<file path="config.mk">
export PLATFORM = sky130hd
export DESIGN_NAME = rxba_regs
export DESIGN_NICKNAME = d
export VERILOG_FILES = /design/src/design/rxba_pkg.sv /design/src/design/rxba_regs.sv
export VERILOG_INCLUDE_DIRS = /design/src /design/src/design
export SDC_FILE = /design/constraint.sdc
export NUM_CORES = 1
export LEC_CHECK = 0
export ABC_AREA = 1
export BUFFER_PORTS_ARGS = -buffer_cell sky130_fd_sc_hd__buf_4
export CORE_MARGIN = 2
export CORE_UTILIZATION = 55
export DETAILED_ROUTE_END_ITERATION = 7
export GPL_TIMING_DRIVEN = 0
export PLACE_DENSITY = 0.73
export SLEW_MARGIN = 20
export SYNTH_ARGS = -nofsm -noshare
export SYNTH_HDL_FRONTEND = slang
export SYNTH_SLANG_ARGS = --single-unit
</file>
<file path="constraint.sdc">
create_clock -name clk -period 8.2 [get_ports clk]
set_input_delay 0 -clock clk [delete_from_list [all_inputs] [get_ports clk]]
set_output_delay 0 -clock clk [all_outputs]
set_load 0.02 [all_outputs]
</file>
<file path="src/design/rxba_cfg.svh">
// Register map, field layout and reset constants of the receive buffer accounting bank
`ifndef RXBA_CFG_SVH
`define RXBA_CFG_SVH

`define RXBA_NUM_CH          8
`define RXBA_OFS_W           16
`define RXBA_LVL_W           8
`define RXBA_CNT_W           16
`define RXBA_CH_W            3

// Byte addresses
`define RXBA_ADDR_W          8
`define RXBA_A_OFFSET        8'h00
`define RXBA_A_FILTER        8'h04
`define RXBA_A_CTRL          8'h08
`define RXBA_A_PAUSE_BASE    8'h20
`define RXBA_A_SPARE_BASE    8'h40
`define RXBA_A_BANK_MASK     8'hE0
`define RXBA_A_IDX_LSB       2
`define RXBA_A_IDX_MSB       4

`define RXBA_CTRL_FLOW_EN    0

`define RXBA_RST_OFS         16'h0000
`define RXBA_RST_LVL         8'h00
`define RXBA_RST_CNT         16'h0000
`define RXBA_RST_WORD        32'h0000_0000

`endif

</file>
<file path="src/design/rxba_pkg.sv">
// Types shared by the receive buffer accounting bank
package rxba_pkg;
  typedef enum logic [1:0] {
    RXBA_SEL_NONE,
    RXBA_SEL_PAUSE,
    RXBA_SEL_SPARE
  } rxba_bank_t;
endpackage : rxba_pkg

</file>
<file path="src/design/rxba_regs.sv">
// Receive buffer accounting registers with APB slave, per-channel counters and threshold compares
`timescale 1ns/1ps
`include "rxba_cfg.svh"

module rxba_regs
  import rxba_pkg::*;
#(
  parameter int NUM_CH = `RXBA_NUM_CH
) (
  input  wire logic                                  clk,
  input  wire logic                                  sys_rst,
  input  wire logic                                  psel,
  input  wire logic                                  penable,
  input  wire logic                                  pwrite,
  input  wire logic [31:0]                           paddr,
  input  wire logic [31:0]                           pwdata,
  output logic      [31:0]                           prdata,
  output logic                                       pready,
  output logic                                       pslverr,
  input  wire logic                                  frame_done,
  input  wire logic [`RXBA_CH_W-1:0]                 frame_ch,
  input  wire logic [`RXBA_CNT_W-1:0]                frame_bufs,
  output logic      [`RXBA_OFS_W-1:0]                rx_data_start_offset,
  output logic      [NUM_CH-1:0]                     low_prio_drop,
  output logic      [NUM_CH-1:0]                     flow_ctrl_assert
);

  // ---------------------------------------------------------------
  // Register storage
  // ---------------------------------------------------------------
  // Shared data start offset
  logic [`RXBA_OFS_W-1:0]  offset_r;
  // Shared low priority filter level
  logic [`RXBA_LVL_W-1:0]  low_prio_filter_level_r;
  // Flow control master enable
  logic                    flow_en_r;

  // Per-channel pause levels
  logic [`RXBA_LVL_W-1:0]  channel_pause_level_r [NUM_CH];
  // Per-channel spare buffer counters
  logic [`RXBA_CNT_W-1:0]  channel_spare_buffers_r [NUM_CH];

  // ---------------------------------------------------------------
  // Next values of the bus answer and the outputs
  // ---------------------------------------------------------------
  // Selected read word before gating
  logic [31:0]             rd_mux;
  // Bus answer
  logic [31:0]             prdata_nxt;
  logic                    pready_nxt;
  logic                    pslverr_nxt;
  // Channel outputs
  logic [NUM_CH-1:0]       drop_nxt;
  logic [NUM_CH-1:0]       flow_nxt;

  // ---------------------------------------------------------------
  // Bus phase decode
  // ---------------------------------------------------------------
  // Low address byte selects the register, upper bits must be zero
  wire [`RXBA_ADDR_W-1:0]  addr       = paddr[`RXBA_ADDR_W-1:0];
  wire                     upper_zero = (paddr[31:`RXBA_ADDR_W] == '0);
  wire                     word_align = (addr[1:0] == 2'h0);
  wire                     aligned    = word_align && upper_zero;

  // First access cycle raises the answer, the second completes it
  wire                     acc_first  = psel & penable & ~pready;
  wire                     access     = psel & penable & pready;
  wire                     wr_en      = access & pwrite;
  wire                     rd_first   = acc_first & ~pwrite;

  // ---------------------------------------------------------------
  // Register select
  // ---------------------------------------------------------------
  // Global registers sit at fixed words
  wire                     hit_ofs    = aligned && (addr == `RXBA_A_OFFSET);
  wire                     hit_filt   = aligned && (addr == `RXBA_A_FILTER);
  wire                     hit_ctrl   = aligned && (addr == `RXBA_A_CTRL);

  // Channel banks are picked by the upper address bits
  wire [`RXBA_ADDR_W-1:0]  bank_bits  = addr & `RXBA_A_BANK_MASK;
  wire                     in_pause   = (bank_bits == `RXBA_A_PAUSE_BASE);
  wire                     in_spare   = (bank_bits == `RXBA_A_SPARE_BASE);
  wire rxba_bank_t         bank       = !aligned ? RXBA_SEL_NONE :
                                        in_pause ? RXBA_SEL_PAUSE :
                                        in_spare ? RXBA_SEL_SPARE :
                                        RXBA_SEL_NONE;

  // Word index inside a bank names the channel
  wire [`RXBA_CH_W-1:0]    idx        = addr[`RXBA_A_IDX_MSB:`RXBA_A_IDX_LSB];
  wire                     idx_ok     = 32'(idx) < NUM_CH;
  wire                     hit_pause  = (bank == RXBA_SEL_PAUSE) && idx_ok;
  wire                     hit_spare  = (bank == RXBA_SEL_SPARE) && idx_ok;

  // Anything else is answered with an error
  wire                     mapped     = hit_ofs | hit_filt | hit_ctrl | hit_pause | hit_spare;
  wire                     err_first  = acc_first & ~mapped;

  // ---------------------------------------------------------------
  // Write strobes
  // ---------------------------------------------------------------
  // One strobe per global register, taken while pready is high
  wire                     wr_ofs     = wr_en && hit_ofs;
  wire                     wr_filt    = wr_en && hit_filt;
  wire                     wr_ctrl    = wr_en && hit_ctrl;
  // Channel strobes, split per channel below
  wire                     wr_pause   = wr_en && hit_pause;
  wire                     wr_spare   = wr_en && hit_spare;
  // Enable bit carried by a control write
  wire                     flow_en_wr = pwdata[`RXBA_CTRL_FLOW_EN];

  // ---------------------------------------------------------------
  // Frame completion event
  // ---------------------------------------------------------------
  // A finished frame on a channel that exists
  wire                     frame_ch_ok = 32'(frame_ch) < NUM_CH;
  wire                     frame_evt   = frame_done && frame_ch_ok;

  // ---------------------------------------------------------------
  // Read words, reserved bits zero
  // ---------------------------------------------------------------
  // Global register words
  wire [31:0]              ofs_word   = 32'(offset_r);
  wire [31:0]              filt_word  = 32'(low_prio_filter_level_r);
  wire [31:0]              ctrl_word  = 32'(flow_en_r) << `RXBA_CTRL_FLOW_EN;
  // Words of the addressed channel
  wire [31:0]              pause_word = 32'(channel_pause_level_r[idx]);
  wire [31:0]              spare_word = 32'(channel_spare_buffers_r[idx]);

  // ---------------------------------------------------------------
  // Read path
  // ---------------------------------------------------------------
  // Read data mux
  always_comb begin
    rd_mux = `RXBA_RST_WORD;
    if (hit_ofs) begin
      rd_mux = ofs_word;
    end else if (hit_filt) begin
      rd_mux = filt_word;
    end else if (hit_ctrl) begin
      rd_mux = ctrl_word;
    end else if (hit_pause) begin
      rd_mux = pause_word;
    end else if (hit_spare) begin
      rd_mux = spare_word;
    end
  end

  // Read data stands only with pready, zero otherwise
  assign prdata_nxt  = rd_first ? rd_mux : `RXBA_RST_WORD;
  // One wait state: the answer follows the first access cycle
  assign pready_nxt  = acc_first;
  // Unmapped or unaligned addresses answer with an error
  assign pslverr_nxt = err_first;

  // ---------------------------------------------------------------
  // APB answer
  // ---------------------------------------------------------------
  // Ready is a one-cycle pulse
  always_ff @(posedge clk) begin
    if (sys_rst) begin
      pready <= 1'b0;
    end else begin
      pready <= pready_nxt;
    end
  end

  // Error pulses together with ready
  always_ff @(posedge clk) begin
    if (sys_rst) begin
      pslverr <= 1'b0;
    end else begin
      pslverr <= pslverr_nxt;
    end
  end

  // Read data stands for the ready cycle only
  always_ff @(posedge clk) begin
    if (sys_rst) begin
      prdata <= `RXBA_RST_WORD;
    end else begin
      prdata <= prdata_nxt;
    end
  end

  // ---------------------------------------------------------------
  // Global registers
  // ---------------------------------------------------------------
  // single shared offset
  always_ff @(posedge clk) begin
    if (sys_rst) begin
      offset_r <= `RXBA_RST_OFS;
    end else if (wr_ofs) begin
      offset_r <= pwdata[`RXBA_OFS_W-1:0];
    end
  end

  always_ff @(posedge clk) begin
    if (sys_rst) begin
      low_prio_filter_level_r <= `RXBA_RST_LVL;
    end else if (wr_filt) begin
      low_prio_filter_level_r <= pwdata[`RXBA_LVL_W-1:0];
    end
  end

  // Flow control enable
  always_ff @(posedge clk) begin
    if (sys_rst) begin
      flow_en_r <= 1'b0;
    end else if (wr_ctrl) begin
      flow_en_r <= flow_en_wr;
    end
  end

  // ---------------------------------------------------------------
  // Shared compare terms
  // ---------------------------------------------------------------
  // Filter level zero switches low priority dropping off
  wire                     filter_on  = (low_prio_filter_level_r != `RXBA_RST_LVL);
  // Filter level widened to the counter width
  wire [`RXBA_CNT_W-1:0]   filter_cnt = `RXBA_CNT_W'(low_prio_filter_level_r);

  // ---------------------------------------------------------------
  // Per-channel registers and compares
  // ---------------------------------------------------------------
  // eight channel instances
  for (genvar c = 0; c < NUM_CH; c++) begin : g_ch
    // Channel match of bus index and of finished frame
    wire                    wr_this   = (32'(idx) == c);
    wire                    frm_this  = (32'(frame_ch) == c);
    // Bus writes and frame event for this channel
    wire                    pause_hit = wr_pause && wr_this;
    wire                    add_hit   = wr_spare && wr_this;
    wire                    sub_hit   = frame_evt && frm_this;
    // Amounts to add and subtract, zero when idle
    wire [`RXBA_CNT_W-1:0]  add_val   = add_hit ? pwdata[`RXBA_CNT_W-1:0] : `RXBA_RST_CNT;
    wire [`RXBA_CNT_W-1:0]  sub_val   = sub_hit ? frame_bufs : `RXBA_RST_CNT;
    // Counter and threshold of this channel
    wire [`RXBA_CNT_W-1:0]  spare_now = channel_spare_buffers_r[c];
    wire [`RXBA_CNT_W-1:0]  pause_cnt = `RXBA_CNT_W'(channel_pause_level_r[c]);
    // Next register values
    logic [`RXBA_CNT_W-1:0] spare_add;
    logic [`RXBA_CNT_W-1:0] spare_nxt;
    logic [`RXBA_LVL_W-1:0] pause_nxt;

    // write adds; wraps at the counter width
    assign spare_add = `RXBA_CNT_W'(spare_now + add_val);
    assign spare_nxt = `RXBA_CNT_W'(spare_add - sub_val);
    assign pause_nxt = pause_hit ? pwdata[`RXBA_LVL_W-1:0] : channel_pause_level_r[c];

    // Pause level register
    always_ff @(posedge clk) begin
      if (sys_rst) begin
        channel_pause_level_r[c] <= `RXBA_RST_LVL;
      end else begin
        channel_pause_level_r[c] <= pause_nxt;
      end
    end

    // Spare buffer counter
    always_ff @(posedge clk) begin
      if (sys_rst) begin
        channel_spare_buffers_r[c] <= `RXBA_RST_CNT;
      end else begin
        channel_spare_buffers_r[c] <= spare_nxt;
      end
    end

    assign drop_nxt[c] = filter_on && (spare_now <= filter_cnt);

    assign flow_nxt[c] = flow_en_r && (spare_now <= pause_cnt);
  end

  // ---------------------------------------------------------------
  // Registered outputs
  // ---------------------------------------------------------------
  // offset for first descriptor; data start byte
  always_ff @(posedge clk) begin
    if (sys_rst) begin
      rx_data_start_offset <= `RXBA_RST_OFS;
    end else begin
      rx_data_start_offset <= offset_r;
    end
  end

  // Low priority drop requests
  always_ff @(posedge clk) begin
    if (sys_rst) begin
      low_prio_drop <= '0;
    end else begin
      low_prio_drop <= drop_nxt;
    end
  end

  // Flow control requests
  always_ff @(posedge clk) begin
    if (sys_rst) begin
      flow_ctrl_assert <= '0;
    end else begin
      flow_ctrl_assert <= flow_nxt;
    end
  end

endmodule : rxba_regs

</file>
After elaboration in Yosys (flattened, before gate mapping)
Memory sizes are Yosys's and may differ from the RTL's.
Index checks and enable logic that the tools add are counted.
{ "totals": {"reg_bits": 91, "mem_bits_rw": 192, "input_bits": 89, "output_inout_bits": 66, "word_cells": 202, "n_memories": 2} }
{ "classes": {"add_sub_neg": 16, "n_lt_le_gt_ge": 16, "eq_ne": 20, "mux": 51, "n_bitwise": 30, "n_reduce_logical": 57} }
{ "memory_table": {"columns": ["name", "depth", "width", "read_ports", "rd_clocked_by_memory_dff", "wr", "line", "rtl"], "rows": [
  ["channel_spare_buffers_r", 8, 16, 9, 0, 8, "rxba_regs.sv:41", "logic [`RXBA_CNT_W-1:0] channel_spare_buffers_r [NUM_CH];"],
  ["channel_pause_level_r", 8, 8, 9, 0, 8, "rxba_regs.sv:39", "logic [`RXBA_LVL_W-1:0] channel_pause_level_r [NUM_CH];"]
]} }
{ "ops": {"columns": ["operator", "n"], "rows": [
  ["$mux W16", 29],
  ["$le A16 B8 Y1", 16],
  ["$add A16 B16 Y16", 8],
  ["$mux W8", 16],
  ["$sub A16 B16 Y16", 8],
  ["$logic_and A1 B1 Y1", 49],
  ["$eq A3 B3 Y1 const B", 8],
  ["$logic_not A24 Y1", 1],
  ["$or A1 B1 Y1", 20],
  ["$eq A3 B2 Y1 const B", 5],
  ["$eq A3 B1 Y1 const B", 3],
  ["$eq A8 B3 Y1 const B", 1],
  ["$eq A8 B4 Y1 const B", 1],
  ["$logic_not A8 Y1", 1],
  ["$reduce_bool A8 Y1", 1],
  ["$and A1 B1 Y1", 6],
  ["$logic_not A3 Y1", 2],
  ["$mux W2", 3],
  ["$reduce_or A6 Y1", 1],
  ["$not A1 Y1", 4],
  ["$mux W1", 3],
  ["$eq A2 B1 Y1 const B", 1],
  ["$eq A2 B2 Y1 const B", 1],
  ["$logic_not A2 Y1", 1],
  ["$reduce_or A2 Y1", 1]
]} }

Logic depth before layout (Yosys ltp)
{ "logic_depth": {"ltp_word": 11, "depth_mapped": 22, "mapped_depth_nobuf": 21} }

Worst setup path before layout
Ideal clock, no wire load.
{ "synth_path": {"path_kind": "reg2reg", "start": "reg pready", "end": "mem channel_spare_buffers_r[0][10] (netlist name)", "setup_ns": 0.070, "t_arrival_ns": 3.330, "required_ns": 8.130, "setup_slack_ns": 4.800, "stages_incl_launch_ff": 18, "n_path_buf": 1, "period_less_slack_ns": 3.400, "path_cell_list": "dfxtp_1 > nand4_2 > nor2_4 > nand2_1 > inv_1 > buf_2 > nand2_1 > fa_1 > fa_1 > inv_1 > nand3_1 > nand2_1 > a21boi_0 > o21ai_0 > nand2_1 > nand2_1 > o21ai_0 > a21oi_1"} }
{ "synth_rtl": {"columns": ["item", "line", "rtl"], "rows": [
  ["start: declaration", "rxba_regs.sv:18", "output logic pready,"],
  ["start signal: assignment", "rxba_regs.sv:163", "pready <= pready_nxt;"],
  ["end: declaration", "rxba_regs.sv:41", null]
]} }

==> metrics list <==
- After detailed routing, the average wire length per cell comes to 22.1 microns.
* XOR/XNOR Fraction of Synth Area: 0.00632
- Number of library cell types mapped by synthesis: 52
- Required time of the critical path: 8670 ps
- Endpoints failing hold: 0
- Instance area at placement: 25100 sq um
* Dominant combinational cell family by area after synthesis: adder cells
- Routed vias/inst: 5.89
- Measured slew at the worst slew-check pin: 1280 ps
* Worst Path Max Fanout: 10
- The die covers 44500 sq um.
* Post-Route Hold Slack: 25.6 ps
- On the final layout, the worst clock skew is 34.8 ps.
* Number of fill cells in the layout: 4047
- Timing would allow up to 0.219 GHz.
* Growth of design area from synthesis to finish: 11.8%
* Most repeated library cell on the critical path: sky130_fd_sc_hd__nand2_1
- In this run the tool buffered the top-level ports with 104 buffer cells.
- Cell count after synthesis: 3420
- Series of cell instances along the critical path: nand4_2 -> nor2_4 -> nand2_1 -> inv_1 -> buf_2 -> nand2_1 -> fa_1 -> inv_1 -> ha_1 -> a21oi_1 -> nand3_1 -> a21boi_0 -> o21ai_0 -> nand2_1 -> nand2_1 -> nor2_1
* Number of global-route vias before repair: 23173
* Most common library cell in the layout ignoring fill and taps: sky130_fd_sc_hd__inv_1
- The final layout contains 4052 nets.
- The H-tree was split into 2 levels.
* Number of setup violations in the final report: 0
* Most used flip-flop cell after synthesis: sky130_fd_sc_hd__dfxtp_1
- The portion of synthesized area spent on multiplexers is 0.
* Antenna violations before repair: 2
- In the layout the commonest cells are 624 x sky130_fd_sc_hd__inv_1, 619 x sky130_fd_sc_hd__nand2_1, 383 x sky130_fd_sc_hd__a21oi_1.
- Share of post-route cells with drive strength above 1: 0.0695
* Crit-path leading delay family: simple AND/OR/NAND/NOR gates
* Master cell of the clock root buffer: sky130_fd_sc_hd__clkbuf_16
- During synthesis, Yosys emitted a total of 0 warnings.
- Summing every instance area after synthesis gives 23500 sq um.
* RD Place Congestion: 1.04
- The fraction of the mapped netlist area in compound gates is 0.167.
- Power density normalized to cell area: 327 nW/um^2
- Of the total synthesized cell area, the portion taken by AND, OR, NAND and NOR gates is 0.231.
- Maximum count of clock buffers along a single path: 3
- Of the total synthesized cell area, the portion taken by full adders, half adders and majority gates is 0.238.
* Die X: 211 microns
- The tool flagged a number of max-cap violations equal to 0.
- The critical path is of the reg2reg type.
- Setup crit start kind: flop
* Number of setup buffers added after CTS: 0
- Initial Utilization: 0.559
* Boundary pin count: 155
- For this run, the register share of the synthesized area comes to 0.227.
- Clock-pin transition on the worst setup and hold timing paths: 60 ps
- Global-route wire length before repair: 137000 microns
* Signal arrival time at the worst endpoint: 5050 ps
- In this run the remaining antenna-violating nets after routing total 0.
- The share of total power dissipated in sequential elements is 0.221.
* ANT cells: 0
- Yosys reg bits: 267
- Residual DRC: 0
* Max-slew headroom: 0.147
- For this block, the via count after detailed routing is 24439.
- Peak supply drop: 0.228 mV
* Unrepaired setup endpoints after global routing: no
* Final HPWL from detailed placement: 73100 microns
- The first detailed-routing pass took 8 iterations.
- Iteration-0 DRC Markers: 2880
- Clock Power Share: 0.184
* Fraction of registers with async set/reset: 0
- Buffers & Inverters on Critical Path: 3
* Placeable core region: 42100 sq um
* Switching fraction of total power: 0.500
* Sum of internal, switching and leakage power: 8.59 mW
- Final standard cell count with taps included and fillers excluded: 4149
* Clock tree sinks: 267
- Counting I/O delays and the setup requirement, the final critical path takes 4580 ps.
- The number of placed instances, taps included, is 4078.
* Worst Setup End Kind: flop
- Yosys mapped a number of flops with a built-in enable equal to 0.
- The final-report max-slew violation count is 0.
- The share of total power dissipated in combinational logic is 0.595.
* Leakage power of the design: 12.5 nW
- Part of the cycle the worst path needs: 0.558
- The routed design has 91800 microns of wire.
- Number of cell rows: 75
- TritonCTS created 34 clock buffers.
* Stage delay of the slowest cell on the critical path: 500 ps
- Clk Latency, worst-skew pair: 570 ps
* Switching power total: 4.30 mW
* Type of the most critical hold path: in2reg
- The flow ran to the end, and the final reports show no timing, DRC or antenna violations.
- Maximum number of pins on one net before global-route repair: 14
- CP max-delay cell: sky130_fd_sc_hd__fa_1
* CTS tree: yes
* Die height: 211 microns
* Average size of a mapped cell: 6.88 sq um
- Final sum of negative setup slack: 0 ps
- The internal portion of the total power is 4.30 mW.
- GRT Overall Usage: 0.413
- Summed area of non-filler cells in the final layout: 26300 sq um
- After global routing the overflow that remains totals 0.
==> metal layers <==
metal | share of wire | GRT usage | vias to the layer above
met1 | 0.40 | 0.545 | 11306
met5 | 0.00014 | 0 | -
met2 | 0.42 | 0.633 | 1417
li1 | - | - | 11387
met3 | 0.10 | 0.0703 | 327
met4 | 0.073 | 0.252 | 2
==> what timing repair did <==
| item | 4_1_cts | 5_1_grt |
|---|---|---|
| endpoints found under the hold margin | 55 | 0 |
| gates resized for setup | 0 | 0 |
| hold buffers | 12 | 0 |
==> through the flow <==
stage               utilization  worst slack (ps)
floorplan                     -              4800
CTS                       0.625              3800
global route              0.625              3380
detailed placement        0.595              3830
finish                    0.625              3620
global placement          0.595              3960
==> worst reg2reg max path, delay by kind of cell, from the launching register on <==
kind	cells	cell delay, ps
and+or+nand+nor	8	1800
adders and majority gates	2	890
AOI/OAI and AO/OA	3	950
buffers and inverters	3	510
DFF	1	360
==> Yosys cell counts (all sizes together) (23+ instances only) <==
| library cell | count | area, sq um |
|---|---|---|
| inv | 631 | 2370 |
| nand2 | 628 | 2410 |
| a21oi | 383 | 1920 |
| nor2 | 355 | 1370 |
| dfxtp | 267 | 5350 |
| ha | 256 | 3200 |
| o21ai | 197 | 986 |
| nand3 | 188 | 978 |
| fa | 120 | 2400 |
| buf | 70 | 468 |
| clkbuf | 61 | 230 |
| nand4 | 57 | 363 |
| nor3 | 25 | 141 |
| o22ai | 25 | 156 |
| o211ai | 23 | 173 |
==> path summary, 6_finish.rpt <==
| path | slack (ps) | cells past startpoint | endpoint | startpoint |
|---|---|---|---|---|
| setup / recovery | 3620 | 16 | channel_spare_buffers_r[0][11]$_SDFF_PP0_ | pready$_SDFF_PP0_ |
| hold / removal | 30 | 6 | prdata[0]$_SDFF_PP0_ | paddr[7] |
| setup reg to reg | 3620 | 16 | channel_spare_buffers_r[0][11]$_SDFF_PP0_ | pready$_SDFF_PP0_ |
| hold reg to reg | 440 | 2 | rx_data_start_offset[13]$_SDFF_PP0_ | offset_r[13]$_SDFFE_PP0P_ |
==> power groups by stage <==
stage	Sequential [mW]	Clock, mW	Combinational, mW
4_1_cts	1.87	1.58	4.97
2_1_floorplan	1.71	0	3.74
6_report	1.90	1.58	5.12
3_3_place_gp	1.89	0	4.78
5_1_grt	1.89	1.63	5.76
3_5_place_dp	1.89	0	4.93
==> flip-flops by register name (all words and copies together) (netlist names) <==
register and count:
channel_pause_level_r 64, channel_spare_buffers_r 128, flow_ctrl_assert 8, flow_en_r 1, low_prio_drop 8, low_prio_filter_level_r 8
offset_r 16, prdata 16, pready 1, pslverr 1, rx_data_start_offset 16
==> area by class of cell <==
cell class / count / area [sq um] / area share
buffer: 131 / 702 / 0.0267
clock buffer: 46 / 977 / 0.0371
clock inverter: 13 / 160 / 0.00609
inverter: 633 / 2380 / 0.0903
multi-input combinational: 2404 / 15200 / 0.577
sequential: 267 / 5350 / 0.203
tap: 539 / 674 / 0.0256
timing repair buffer: 116 / 901 / 0.0342
==> logic make-up (layout without fill, tap and decap cells) <==
group,count (synthesis),in the layout
flops,267,267
fa+ha+maj,376,376
compound gates,720,720
other cells,1,16
simple gates,1275,1275
xor+xnor,17,17
buf+inv,764,939
No activity file was read; power rests on OpenSTA's default activity.
